$ cat src/inc/cte_pkg.sv
// shared constants for the transfer and software-trap execution slice
package cte_pkg;
	// =========================================================
	// opcodes
	localparam logic [15:0] OP_TRAP  = 16'h3720;
	localparam logic [15:0] OP_SEXT  = 16'h27F8;
	localparam logic [15:0] OP_WFLG  = 16'h372D;
	localparam logic [15:0] OP_BFLG  = 16'h37FD;
	localparam logic [15:0] OP_MSK   = 16'h372F;
	localparam logic [15:0] OP_P2MAC = 16'h27B1;
	localparam logic [15:0] OP_W2MAC = 16'h27B2;
	localparam logic [15:0] OP_RND   = 16'h27B4;
	localparam logic [15:0] OP_LDEB  = 16'h27FA;
	localparam logic [15:0] OP_LDSB  = 16'h379F;
	localparam logic [15:0] OP_LDXB  = 16'h379C;
	localparam logic [15:0] OP_LDYB  = 16'h379D;
	localparam logic [15:0] OP_LDZB  = 16'h379E;
	// =========================================================
	// cycle counts
	localparam logic [4:0] CYC_TRAP = 5'h10;
	localparam logic [4:0] CYC_2    = 5'h02;
	localparam logic [4:0] CYC_4    = 5'h04;
	localparam logic [4:0] CYC_6    = 5'h06;
	localparam logic [4:0] CYC_ILL  = 5'h01;
	// trap step numbers
	localparam logic [3:0] ST_ADV   = 4'h0;
	localparam logic [3:0] ST_PSHPC = 4'h1;
	localparam logic [3:0] ST_DEC1  = 4'h2;
	localparam logic [3:0] ST_PSHCC = 4'h3;
	localparam logic [3:0] ST_DEC2  = 4'h4;
	localparam logic [3:0] ST_VRD   = 4'h5;
	localparam logic [3:0] ST_VLD   = 4'h6;
	// =========================================================
	// flag-register layout
	localparam int CC_MOVF = 14;
	localparam int CC_XOVF = 12;
	localparam int CC_N    = 11;
	localparam int CC_Z    = 10;
	localparam int CC_SAT  = 4;
	localparam logic [15:0] CCR_RST = 16'h80E0;
	localparam logic [19:0] TRAP_VEC_ADDR = 20'h0000C;
	localparam logic [19:0] TWO20   = 20'h00002;
	localparam logic [35:0] RND_BIT = 36'h000008000;
	localparam logic [15:0] SAT_POS = 16'h7FFF;
	localparam logic [15:0] SAT_NEG = 16'h8000;
	// =========================================================
	// register port offsets
	localparam logic [3:0] OFS_D    = 4'h0;
	localparam logic [3:0] OFS_E    = 4'h1;
	localparam logic [3:0] OFS_CCR  = 4'h2;
	localparam logic [3:0] OFS_PC   = 4'h3;
	localparam logic [3:0] OFS_SP   = 4'h4;
	localparam logic [3:0] OFS_STKB = 4'h5;
	localparam logic [3:0] OFS_BNK  = 4'h6;
	localparam logic [3:0] OFS_MSK  = 4'h7;
	localparam logic [3:0] OFS_AML  = 4'h8;
	localparam logic [3:0] OFS_AMM  = 4'h9;
	localparam logic [3:0] OFS_AMH  = 4'hA;
	localparam logic [3:0] OFS_STAT = 4'hB;
	typedef enum logic {CTE_IDLE, CTE_RUN} cte_state_t;
endpackage : cte_pkg

$ cat src/core/cte_exec.sv
// execution unit for the trap, sign-extend, flag, mask and mac transfer slice
`timescale 1ns/10ps
module cte_exec
	import cte_pkg::*;
#(
	parameter logic [19:0] VEC_ADDR = TRAP_VEC_ADDR
)
(
	// clock and reset
	input  wire logic        i_clock,
	input  wire logic        i_rst_b,
	// instruction issue
	input  wire logic        i_start,
	input  wire logic [15:0] i_opcode,
	output logic             o_busy,
	output logic             o_done,
	output logic             o_illegal,
	// memory port
	output logic             o_mem_wr,
	output logic             o_mem_rd,
	output logic      [19:0] o_mem_addr,
	output logic      [15:0] o_mem_wdata,
	input  wire logic [15:0] i_mem_rdata,
	// register port
	input  wire logic [3:0]  i_addr,
	input  wire logic [15:0] i_wdata,
	input  wire logic        i_wr,
	input  wire logic        i_rd,
	output logic      [15:0] o_rdata
);
	import cte_pkg::*;
	generate
		if (VEC_ADDR[0] != 1'b0)
		begin : g_chk
			$error("trap vector address must be word aligned");
		end
	endgenerate
	// =========================================================
	// state
	cte_state_t  state_r;
	logic [3:0]  cnt_r;
	logic [4:0]  cyc_r;
	logic [15:0] op_r;
	logic [15:0] d_r;
	logic [15:0] e_r;
	logic [15:0] ccr_r;
	logic [15:0] pc_r;
	logic [15:0] sp_r;
	logic [3:0]  stk_bank_r;
	logic [3:0]  ext_bank_r;
	logic [3:0]  xk_r;
	logic [3:0]  yk_r;
	logic [3:0]  zk_r;
	logic [7:0]  x_mask_r;
	logic [7:0]  y_mask_r;
	logic [35:0] mac_r;
	logic [35:0] temp;
	logic [15:0] sat;
	logic        ext_ovf;
	logic [15:0] e_nxt;
	logic [19:0] pkpc_nxt;
	logic [19:0] sksp_nxt;
	logic        take;
	logic        ex0;
	logic        ex1;
	logic        last;
	logic        sw_wr;
	function automatic logic [4:0] cyc_of(input logic [15:0] op);
		if (op == OP_TRAP)
			cyc_of = CYC_TRAP;
		else if (op == OP_SEXT || op == OP_MSK || op == OP_LDEB || op == OP_LDSB ||
			op == OP_LDXB || op == OP_LDYB || op == OP_LDZB)
			cyc_of = CYC_2;
		else if (op == OP_WFLG || op == OP_BFLG || op == OP_P2MAC || op == OP_W2MAC)
			cyc_of = CYC_4;
		else if (op == OP_RND)
			cyc_of = CYC_6;
		else
			cyc_of = 5'h00;
	endfunction : cyc_of
	assign take     = i_start && (state_r == CTE_IDLE);
	assign ex0      = (state_r == CTE_RUN) && (cnt_r == 4'h0);
	assign ex1      = (state_r == CTE_RUN) && (cnt_r == 4'h1);
	assign last     = (state_r == CTE_RUN) && ({1'b0, cnt_r} == cyc_r - 5'h01);
	assign sw_wr    = i_wr && (state_r == CTE_IDLE);
	assign pkpc_nxt = {ccr_r[3:0], pc_r} + TWO20;
	assign sksp_nxt = {stk_bank_r, sp_r} - TWO20;
	// saturate only when the mode is on and an overflow is already flagged
	assign e_nxt    = (ccr_r[CC_SAT] && (ccr_r[CC_XOVF] || ccr_r[CC_MOVF])) ?
		sat : temp[31:16];
	cte_mac_round u_round (
		.i_clock   (i_clock),
		.i_rst_b   (i_rst_b),
		.i_capture (ex0 && op_r == OP_RND),
		.i_mac     (mac_r),
		.o_temp    (temp),
		.o_sat     (sat),
		.o_ext_ovf (ext_ovf)
	);
	// =========================================================
	// sequencer
	always_ff @(posedge i_clock or negedge i_rst_b)
	begin
		if (!i_rst_b)
		begin
			state_r   <= CTE_IDLE;
			cnt_r     <= 4'h0;
			cyc_r     <= 5'h00;
			op_r      <= 16'h0000;
			o_busy    <= 1'b0;
			o_done    <= 1'b0;
			o_illegal <= 1'b0;
		end
		else
		begin
			o_done    <= 1'b0;
			o_illegal <= 1'b0;
			if (take)
			begin
				state_r <= CTE_RUN;
				o_busy  <= 1'b1;
				cnt_r   <= 4'h0;
				op_r    <= i_opcode;
				cyc_r   <= (cyc_of(i_opcode) == 5'h00) ? CYC_ILL : cyc_of(i_opcode);
			end
			else if (last)
			begin
				state_r   <= CTE_IDLE;
				o_busy    <= 1'b0;
				o_done    <= 1'b1;
				o_illegal <= (cyc_of(op_r) == 5'h00);
			end
			else if (state_r == CTE_RUN)
				cnt_r <= cnt_r + 4'h1;
		end
	end
	// =========================================================
	// accumulators
	always_ff @(posedge i_clock or negedge i_rst_b)
	begin
		if (!i_rst_b)
		begin
			d_r <= 16'h0000;
			e_r <= 16'h0000;
		end
		else if (ex0 && op_r == OP_SEXT)
			d_r[15:8] <= d_r[7] ? 8'hFF : 8'h00;
		else if (ex1 && op_r == OP_RND)
			e_r <= e_nxt;
		else if (sw_wr && i_addr == OFS_D)
			d_r <= i_wdata;
		else if (sw_wr && i_addr == OFS_E)
			e_r <= i_wdata;
	end
	// =========================================================
	// flags and program bank
	always_ff @(posedge i_clock or negedge i_rst_b)
	begin
		if (!i_rst_b)
			ccr_r <= CCR_RST;
		else if (ex0 && op_r == OP_TRAP)
			ccr_r[3:0] <= pkpc_nxt[19:16];
		else if (cnt_r == ST_DEC2 && state_r == CTE_RUN && op_r == OP_TRAP)
			ccr_r[3:0] <= 4'h0;
		else if (ex0 && op_r == OP_SEXT)
		begin
			ccr_r[CC_N] <= d_r[7];
			ccr_r[CC_Z] <= (d_r[7:0] == 8'h00);
		end
		else if (ex0 && op_r == OP_WFLG)
			ccr_r[15:4] <= d_r[15:4];
		else if (ex0 && op_r == OP_BFLG)
			ccr_r[15:8] <= d_r[15:8];
		else if (ex0 && (op_r == OP_P2MAC || op_r == OP_W2MAC))
		begin
			ccr_r[CC_MOVF] <= 1'b0;
			ccr_r[CC_XOVF] <= 1'b0;
		end
		else if (ex1 && op_r == OP_RND)
		begin
			ccr_r[CC_N]  <= e_nxt[15];
			ccr_r[CC_Z]  <= (e_nxt == 16'h0000);
			ccr_r[CC_XOVF] <= ext_ovf;
		end
		else if (sw_wr && i_addr == OFS_CCR)
			ccr_r <= i_wdata;
	end
	// =========================================================
	// program counter and stack
	always_ff @(posedge i_clock or negedge i_rst_b)
	begin
		if (!i_rst_b)
			pc_r <= 16'h0000;
		else if (ex0 && op_r == OP_TRAP)
			pc_r <= pkpc_nxt[15:0];
		else if (cnt_r == ST_VLD && state_r == CTE_RUN && op_r == OP_TRAP)
			pc_r <= i_mem_rdata;
		else if (sw_wr && i_addr == OFS_PC)
			pc_r <= i_wdata;
	end
	always_ff @(posedge i_clock or negedge i_rst_b)
	begin
		if (!i_rst_b)
		begin
			sp_r       <= 16'h0000;
			stk_bank_r <= 4'h0;
		end
		else if (state_r == CTE_RUN && op_r == OP_TRAP &&
			(cnt_r == ST_DEC1 || cnt_r == ST_DEC2))
			{stk_bank_r, sp_r} <= sksp_nxt;
		else if (ex0 && op_r == OP_LDSB)
			stk_bank_r <= d_r[3:0];
		else if (sw_wr && i_addr == OFS_SP)
			sp_r <= i_wdata;
		else if (sw_wr && i_addr == OFS_STKB)
			stk_bank_r <= i_wdata[3:0];
	end
	// =========================================================
	// banks and masks, no flag effect
	always_ff @(posedge i_clock or negedge i_rst_b)
	begin
		if (!i_rst_b)
			{ext_bank_r, xk_r, yk_r, zk_r} <= 16'h0000;
		else if (ex0 && op_r == OP_LDEB)
			ext_bank_r <= d_r[3:0];
		else if (ex0 && op_r == OP_LDXB)
			xk_r <= d_r[3:0];
		else if (ex0 && op_r == OP_LDYB)
			yk_r <= d_r[3:0];
		else if (ex0 && op_r == OP_LDZB)
			zk_r <= d_r[3:0];
		else if (sw_wr && i_addr == OFS_BNK)
			{ext_bank_r, xk_r, yk_r, zk_r} <= i_wdata;
	end
	always_ff @(posedge i_clock or negedge i_rst_b)
	begin
		if (!i_rst_b)
			{x_mask_r, y_mask_r} <= 16'h0000;
		else if ((ex0 && op_r == OP_MSK) || (sw_wr && i_addr == OFS_MSK))
			{x_mask_r, y_mask_r} <= (ex0 && op_r == OP_MSK) ? d_r : i_wdata;
	end
	// =========================================================
	// mac register
	always_ff @(posedge i_clock or negedge i_rst_b)
	begin
		if (!i_rst_b)
			mac_r <= 36'h000000000;
		else if (ex0 && op_r == OP_P2MAC)
			mac_r <= {{4{e_r[15]}}, e_r, d_r};
		else if (ex0 && op_r == OP_W2MAC)
			mac_r <= {{4{e_r[15]}}, e_r, 16'h0000};
		else if (sw_wr && i_addr == OFS_AML)
			mac_r[15:0] <= i_wdata;
		else if (sw_wr && i_addr == OFS_AMM)
			mac_r[31:16] <= i_wdata;
		else if (sw_wr && i_addr == OFS_AMH)
			mac_r[35:32] <= i_wdata[3:0];
	end
	// =========================================================
	// memory port, pushes go to the current stack slot before it moves
	always_ff @(posedge i_clock or negedge i_rst_b)
	begin
		if (!i_rst_b)
		begin
			o_mem_wr    <= 1'b0;
			o_mem_rd    <= 1'b0;
			o_mem_addr  <= 20'h00000;
			o_mem_wdata <= 16'h0000;
		end
		else
		begin
			o_mem_wr <= 1'b0;
			o_mem_rd <= 1'b0;
			if (state_r == CTE_RUN && op_r == OP_TRAP && cnt_r == ST_PSHPC)
			begin
				o_mem_wr    <= 1'b1;
				o_mem_addr  <= {stk_bank_r, sp_r};
				o_mem_wdata <= pc_r;
			end
			else if (state_r == CTE_RUN && op_r == OP_TRAP && cnt_r == ST_PSHCC)
			begin
				o_mem_wr    <= 1'b1;
				o_mem_addr  <= {stk_bank_r, sp_r};
				o_mem_wdata <= ccr_r;
			end
			else if (state_r == CTE_RUN && op_r == OP_TRAP && cnt_r == ST_VRD - 4'h1)
			begin
				o_mem_rd   <= 1'b1;
				o_mem_addr <= VEC_ADDR;
			end
		end
	end
	// =========================================================
	// register readback
	always_ff @(posedge i_clock or negedge i_rst_b)
	begin
		if (!i_rst_b)
			o_rdata <= 16'h0000;
		else if (!i_rd)
			o_rdata <= 16'h0000;
		else if (i_addr == OFS_D)
			o_rdata <= d_r;
		else if (i_addr == OFS_E)
			o_rdata <= e_r;
		else if (i_addr == OFS_CCR)
			o_rdata <= ccr_r;
		else if (i_addr == OFS_PC)
			o_rdata <= pc_r;
		else if (i_addr == OFS_SP)
			o_rdata <= sp_r;
		else if (i_addr == OFS_STKB)
			o_rdata <= {12'h000, stk_bank_r};
		else if (i_addr == OFS_BNK)
			o_rdata <= {ext_bank_r, xk_r, yk_r, zk_r};
		else if (i_addr == OFS_MSK)
			o_rdata <= {x_mask_r, y_mask_r};
		else if (i_addr == OFS_AML)
			o_rdata <= mac_r[15:0];
		else if (i_addr == OFS_AMM)
			o_rdata <= mac_r[31:16];
		else if (i_addr == OFS_AMH)
			o_rdata <= {12'h000, mac_r[35:32]};
		else if (i_addr == OFS_STAT)
			o_rdata <= {15'h0000, o_busy};
		else
			o_rdata <= 16'h0000;
	end
endmodule : cte_exec

$ cat src/core/cte_mac_round.sv
// rounding and saturation helper for the multiply-accumulate readback
`timescale 1ns/10ps
module cte_mac_round
	import cte_pkg::*;
(
	// clock and reset
	input  wire logic        i_clock,
	input  wire logic        i_rst_b,
	// capture request and source
	input  wire logic        i_capture,
	input  wire logic [35:0] i_mac,
	// rounded copy and derived values
	output logic      [35:0] o_temp,
	output logic      [15:0] o_sat,
	output logic             o_ext_ovf
);
	// =========================================================
	// temporary copy
	always_ff @(posedge i_clock or negedge i_rst_b)
	begin
		if (!i_rst_b)
			o_temp <= 36'h000000000;
		else if (i_capture)
			o_temp <= i_mac + RND_BIT;
	end
	// extension bits disagree with bit 31 means the upper word cannot hold it
	assign o_ext_ovf = !((&o_temp[35:31]) || !(|o_temp[35:31]));
	assign o_sat     = o_temp[35] ? SAT_NEG : SAT_POS;
endmodule : cte_mac_round

$ cat config.mk
export PLATFORM = sky130hd
export DESIGN_NAME = cte_exec
export DESIGN_NICKNAME = d
export VERILOG_FILES = /design/src/inc/cte_pkg.sv /design/src/core/cte_exec.sv /design/src/core/cte_mac_round.sv
export SDC_FILE = /design/constraint.sdc
export NUM_CORES = 1
export LEC_CHECK = 0
export ABC_AREA = 1
export CAP_MARGIN = 20
export CORE_ASPECT_RATIO = 0.9
export CORE_MARGIN = 2
export CORE_UTILIZATION = 37
export CTS_BUF_LIST = sky130_fd_sc_hd__clkbuf_16
export CTS_CLUSTER_SIZE = 30
export DETAILED_ROUTE_END_ITERATION = 10
export DONT_BUFFER_PORTS = 1
export PLACE_DENSITY = 0.51
export SETUP_SLACK_MARGIN = 0.15
export SYNTH_ARGS = -nofsm -noshare
export SYNTH_HDL_FRONTEND = slang
export SYNTH_SLANG_ARGS = --single-unit
$ cat constraint.sdc
create_clock -name i_clock -period 1.85 [get_ports i_clock]
set_clock_uncertainty 0.15 [all_clocks]
set_input_delay 0.185 -clock i_clock [delete_from_list [all_inputs] [get_ports i_clock]]
set_output_delay 0.185 -clock i_clock [all_outputs]
set_load 0.01 [all_outputs]
==> flow_summary.ini <==
[sta]
slew_viol_final = 0
finalHoldViolCount = 253
tns_ns = -39.54
rsz0062_at_grt = true
holdWs_ns = -0.849
fin_crit_ns = 2.23
worst-slew-pin-transition_ns = 1.01
fmax_ghz = 0.448
fin_crit_sh = 1.21
setup_violations = 202
slew-limit-headroom = 0.326
setup_ws_ns = -0.381

[setup_path]
end_kind = register
cp_max_fo = 5
critPathKind = reg -> reg
path_buf_inv = 5
critPathTopFamily = buffers and inverters
cpMaxStageDelayCell = dfrtp_1
cp_slowest_stage_delay_ns = 0.40
cp_cell_sequence = nor2_4, buf_6, nand2_4, nor2_4, buf_6, nand4_1, buf_4, nor3_4, buf_12, clkbuf_16, nor2_4, a31oi_1
required_ns = 2.19
cp.arrival_ns = 2.57
start_kind = register
path_common_cell = nor2_4

[synthesis]
syn-instance-count = 2016
synth_top_area_cell = dfrtp_1
yosys-top-cells-count = 593 x nand2_1, 249 x dfrtp_1, 211 x nor2_1, 207 x inv_1, 178 x o21ai_0
syn_area_um2 = 14600
synth_edf_count = 0
synth_area_leaders = dfrtp_1 43%, nand2_1 15%, o21ai_0 6.1%
synth_area_per_cell_um2 = 7.26
syn_nets = 2082
synth_warnings = 0
synth_ff_type = dfrtp_1
async_flop_share = 1.00
ys_seq_area_frac = 0.433
yosys.area.top_type_share = 0.426
synth_cell_type_count = 47
ys_ff_latch = 253
yosysMostFrequentCell = nand2_1

[cells_and_area]
fill_cells = 3602
syn_to_final_growth_pct = 50.7
nNetsFinal = 2465
drive_gt1_frac = 0.333
design_area_um2 = 22100
layout.cells.non_filler = 2954

[placed_design]
gp_congestion = 0.961
post_dp_cell_area_um2 = 17300
place_inst = 2742
hpwlAfterDp_um = 44100
portBuffers = 0

[clock_network]
clock_path_buffers = 3
numClockSinks = 253
numCtsBuffers = 29
path_clk_slew_ns = 0.06
root_buffer = clkbuf_16
htreeDepth = 1
cts_hold_buf = 51
clk_latency_ns = 0.58
cts_tree = done

[global_routing]
grt_pass1_vias = 14707
track_usage = 0.293
antenna_found_initial = 5
grt_max_degree = 254
gr-total-overflow = 0
grt_pass1_wl_um = 90200

[power]
p_switching_mw = 10.4
seqPwrFrac = 0.356
p_int_mw = 15.2
power_density_nw_per_um2 = 1160
p_sw_frac = 0.407
leakage_nw = 10.3
combPwrFrac = 0.419
clkPwrFrac = 0.225
ir_drop_uv = 822

[routing]
wl_um = 64900
vias = 16272
ant_nets = 0
vias_per_cell = 5.51
drt_iter0_markers = 1746
first_pass_iters = 5
wl_per_cell_um = 22.0
drc_errors = 0

[hold_path]
min_path_type = in -> async

[run_status]
status = complete, but fails checks
violations = hold timing, setup timing

[floorplan]
ios = 114
core_um2 = 39300
start_util = 0.373
core.rowCount = 69
dieHeight_um = 193
design.die.area_um2 = 41200
die_w_um = 214

[flow_run]
maxCapViolCount = 0
area by class of cell:
| type | instances | area, µm² | share of cell area |
|---|---|---|---|
| clock inverters | 24 | 196 | 0.00890 |
| clock buffers | 29 | 726 | 0.0329 |
| repair inverters | 4 | 46.3 | 0.00210 |
| inverters | 221 | 906 | 0.0411 |
| well taps | 532 | 666 | 0.0302 |
| repair buffers | 427 | 4340 | 0.197 |
| flip-flops and latches | 253 | 6340 | 0.288 |
| multi-input cells | 1463 | 8840 | 0.401 |
| diodes | 1 | 2.50 | 0.000113 |
final timing paths:
kind	end	from	cells after the start	slack [ns]
max reg2reg	o_mem_wdata[3]	op_r[14]	12	-0.38
max	o_mem_wdata[3]	op_r[14]	12	-0.38
min reg2reg	u_round.o_temp[17]	u_round.o_temp[17]	2	0.34
min	u_round.o_temp[25]	i_rst_b	0	-0.85
max in group asynchronous	mac_r[17]	i_rst_b	0	1.49
min in group i_clock	cyc_r[1]	i_opcode[4]	8	0.01
cells by family after synthesis:
kind of cell | Yosys count | synth area share
AND/OR/NAND/NOR | 1037 | 0.302
multiplexers | 1 | 0.000769
flip-flops | 253 | 0.433
buffers and inverters | 301 | 0.0815
XOR/XNOR | 44 | 0.0263
AO/OA/AOI/OAI | 371 | 0.149
adder cells (fa/ha/maj) | 9 | 0.00769
sequential cells by signal, summed over array words and instances (netlist names), 8 cells and up:
signal / count
ccr_r: 16
d_r: 16
e_r: 16
mac_r: 36
o_mem_addr: 20
o_mem_wdata: 16
o_rdata: 16
op_r: 16
pc_r: 16
sp_r: 16
u_round.o_temp: 20
x_mask_r: 8
y_mask_r: 8
routing by layer:
layer,GRT usage,share of wire
met4,0.0820,0.030
met3,0.0745,0.096
met2,0.438,0.44
met1,0.419,0.43
met5,0,0.00063
power by group through the flow:
stage / Sequential, mW / Combinational (mW) / Clock [mW]
finish: 9.13 / 10.7 / 5.77
global route: 9.31 / 11.6 / 6.07
CTS: 8.97 / 9.05 / 5.83
detailed placement: 9.04 / 8.36 / 0
global placement: 9.02 / 8.28 / 0
floorplan: 8.64 / 4.64 / 0
timing repair:
item,4_1_cts,5_1_grt
resized for setup,167,432
endpoints found under the setup margin,221,222
hold endpoints to repair,445,253
pin swaps,35,74
gates cloned,9,21
setup buffers,18,59
cells in the final DEF (no fill, tap or decap), types with 6 or more instances in the layout:
cell type / Yosys / final
a21oi_1: 26 / 15
a21oi_2: 0 / 11
a31oi_1: 59 / 59
buf_12: 0 / 31
buf_4: 2 / 250
buf_6: 3 / 68
buf_8: 0 / 8
clkbuf_16: 0 / 42
clkinv_1: 1 / 8
clkinvlp_4: 0 / 7
dfrtp_1: 249 / 243
dfrtp_2: 0 / 6
dlygate4sd3_1: 0 / 51
inv_1: 207 / 190
inv_2: 13 / 22
nand2_1: 593 / 467
nand2_2: 4 / 89
nand2_4: 0 / 34
nand2_8: 0 / 7
nand3_1: 115 / 88
nand3_2: 3 / 14
nand3_4: 0 / 17
nand4_1: 55 / 55
nor2_1: 211 / 159
nor2_2: 7 / 31
nor2_4: 8 / 36
nor3_1: 21 / 16
nor3_4: 2 / 7
o2111ai_1: 7 / 6
o211ai_1: 14 / 14
o21ai_0: 178 / 91
o21ai_1: 25 / 64
o21ai_2: 2 / 46
o221ai_1: 36 / 15
o221ai_2: 0 / 21
o22ai_1: 14 / 11
xnor2_1: 14 / 13
xor2_1: 30 / 29
worst register-to-register path: cells and delay by family (launching register included):
| family | cells | cell delay [ns] |
|---|---|---|
| AOI/OAI and AO/OA | 1 | 0.13 |
| buffers and inverters | 5 | 0.77 |
| DFF | 1 | 0.40 |
| and+or+nand+nor | 6 | 0.69 |
per-stage QoR:
stage	util	hold slack (ns)	setup WS, ns	power (mW)
after CTS	0.498	-0.854	-0.237	23.9
after detailed placement	0.441	-0.242	-0.401	17.4
final	0.562	-0.849	-0.381	25.6
after global placement	0.441	-0.240	-0.420	17.3
after global routing	0.562	-0.848	-0.450	27.0
after floorplan	-	-0.261	-0.0637	13.3
No activity file was read; power rests on OpenSTA's default activity.
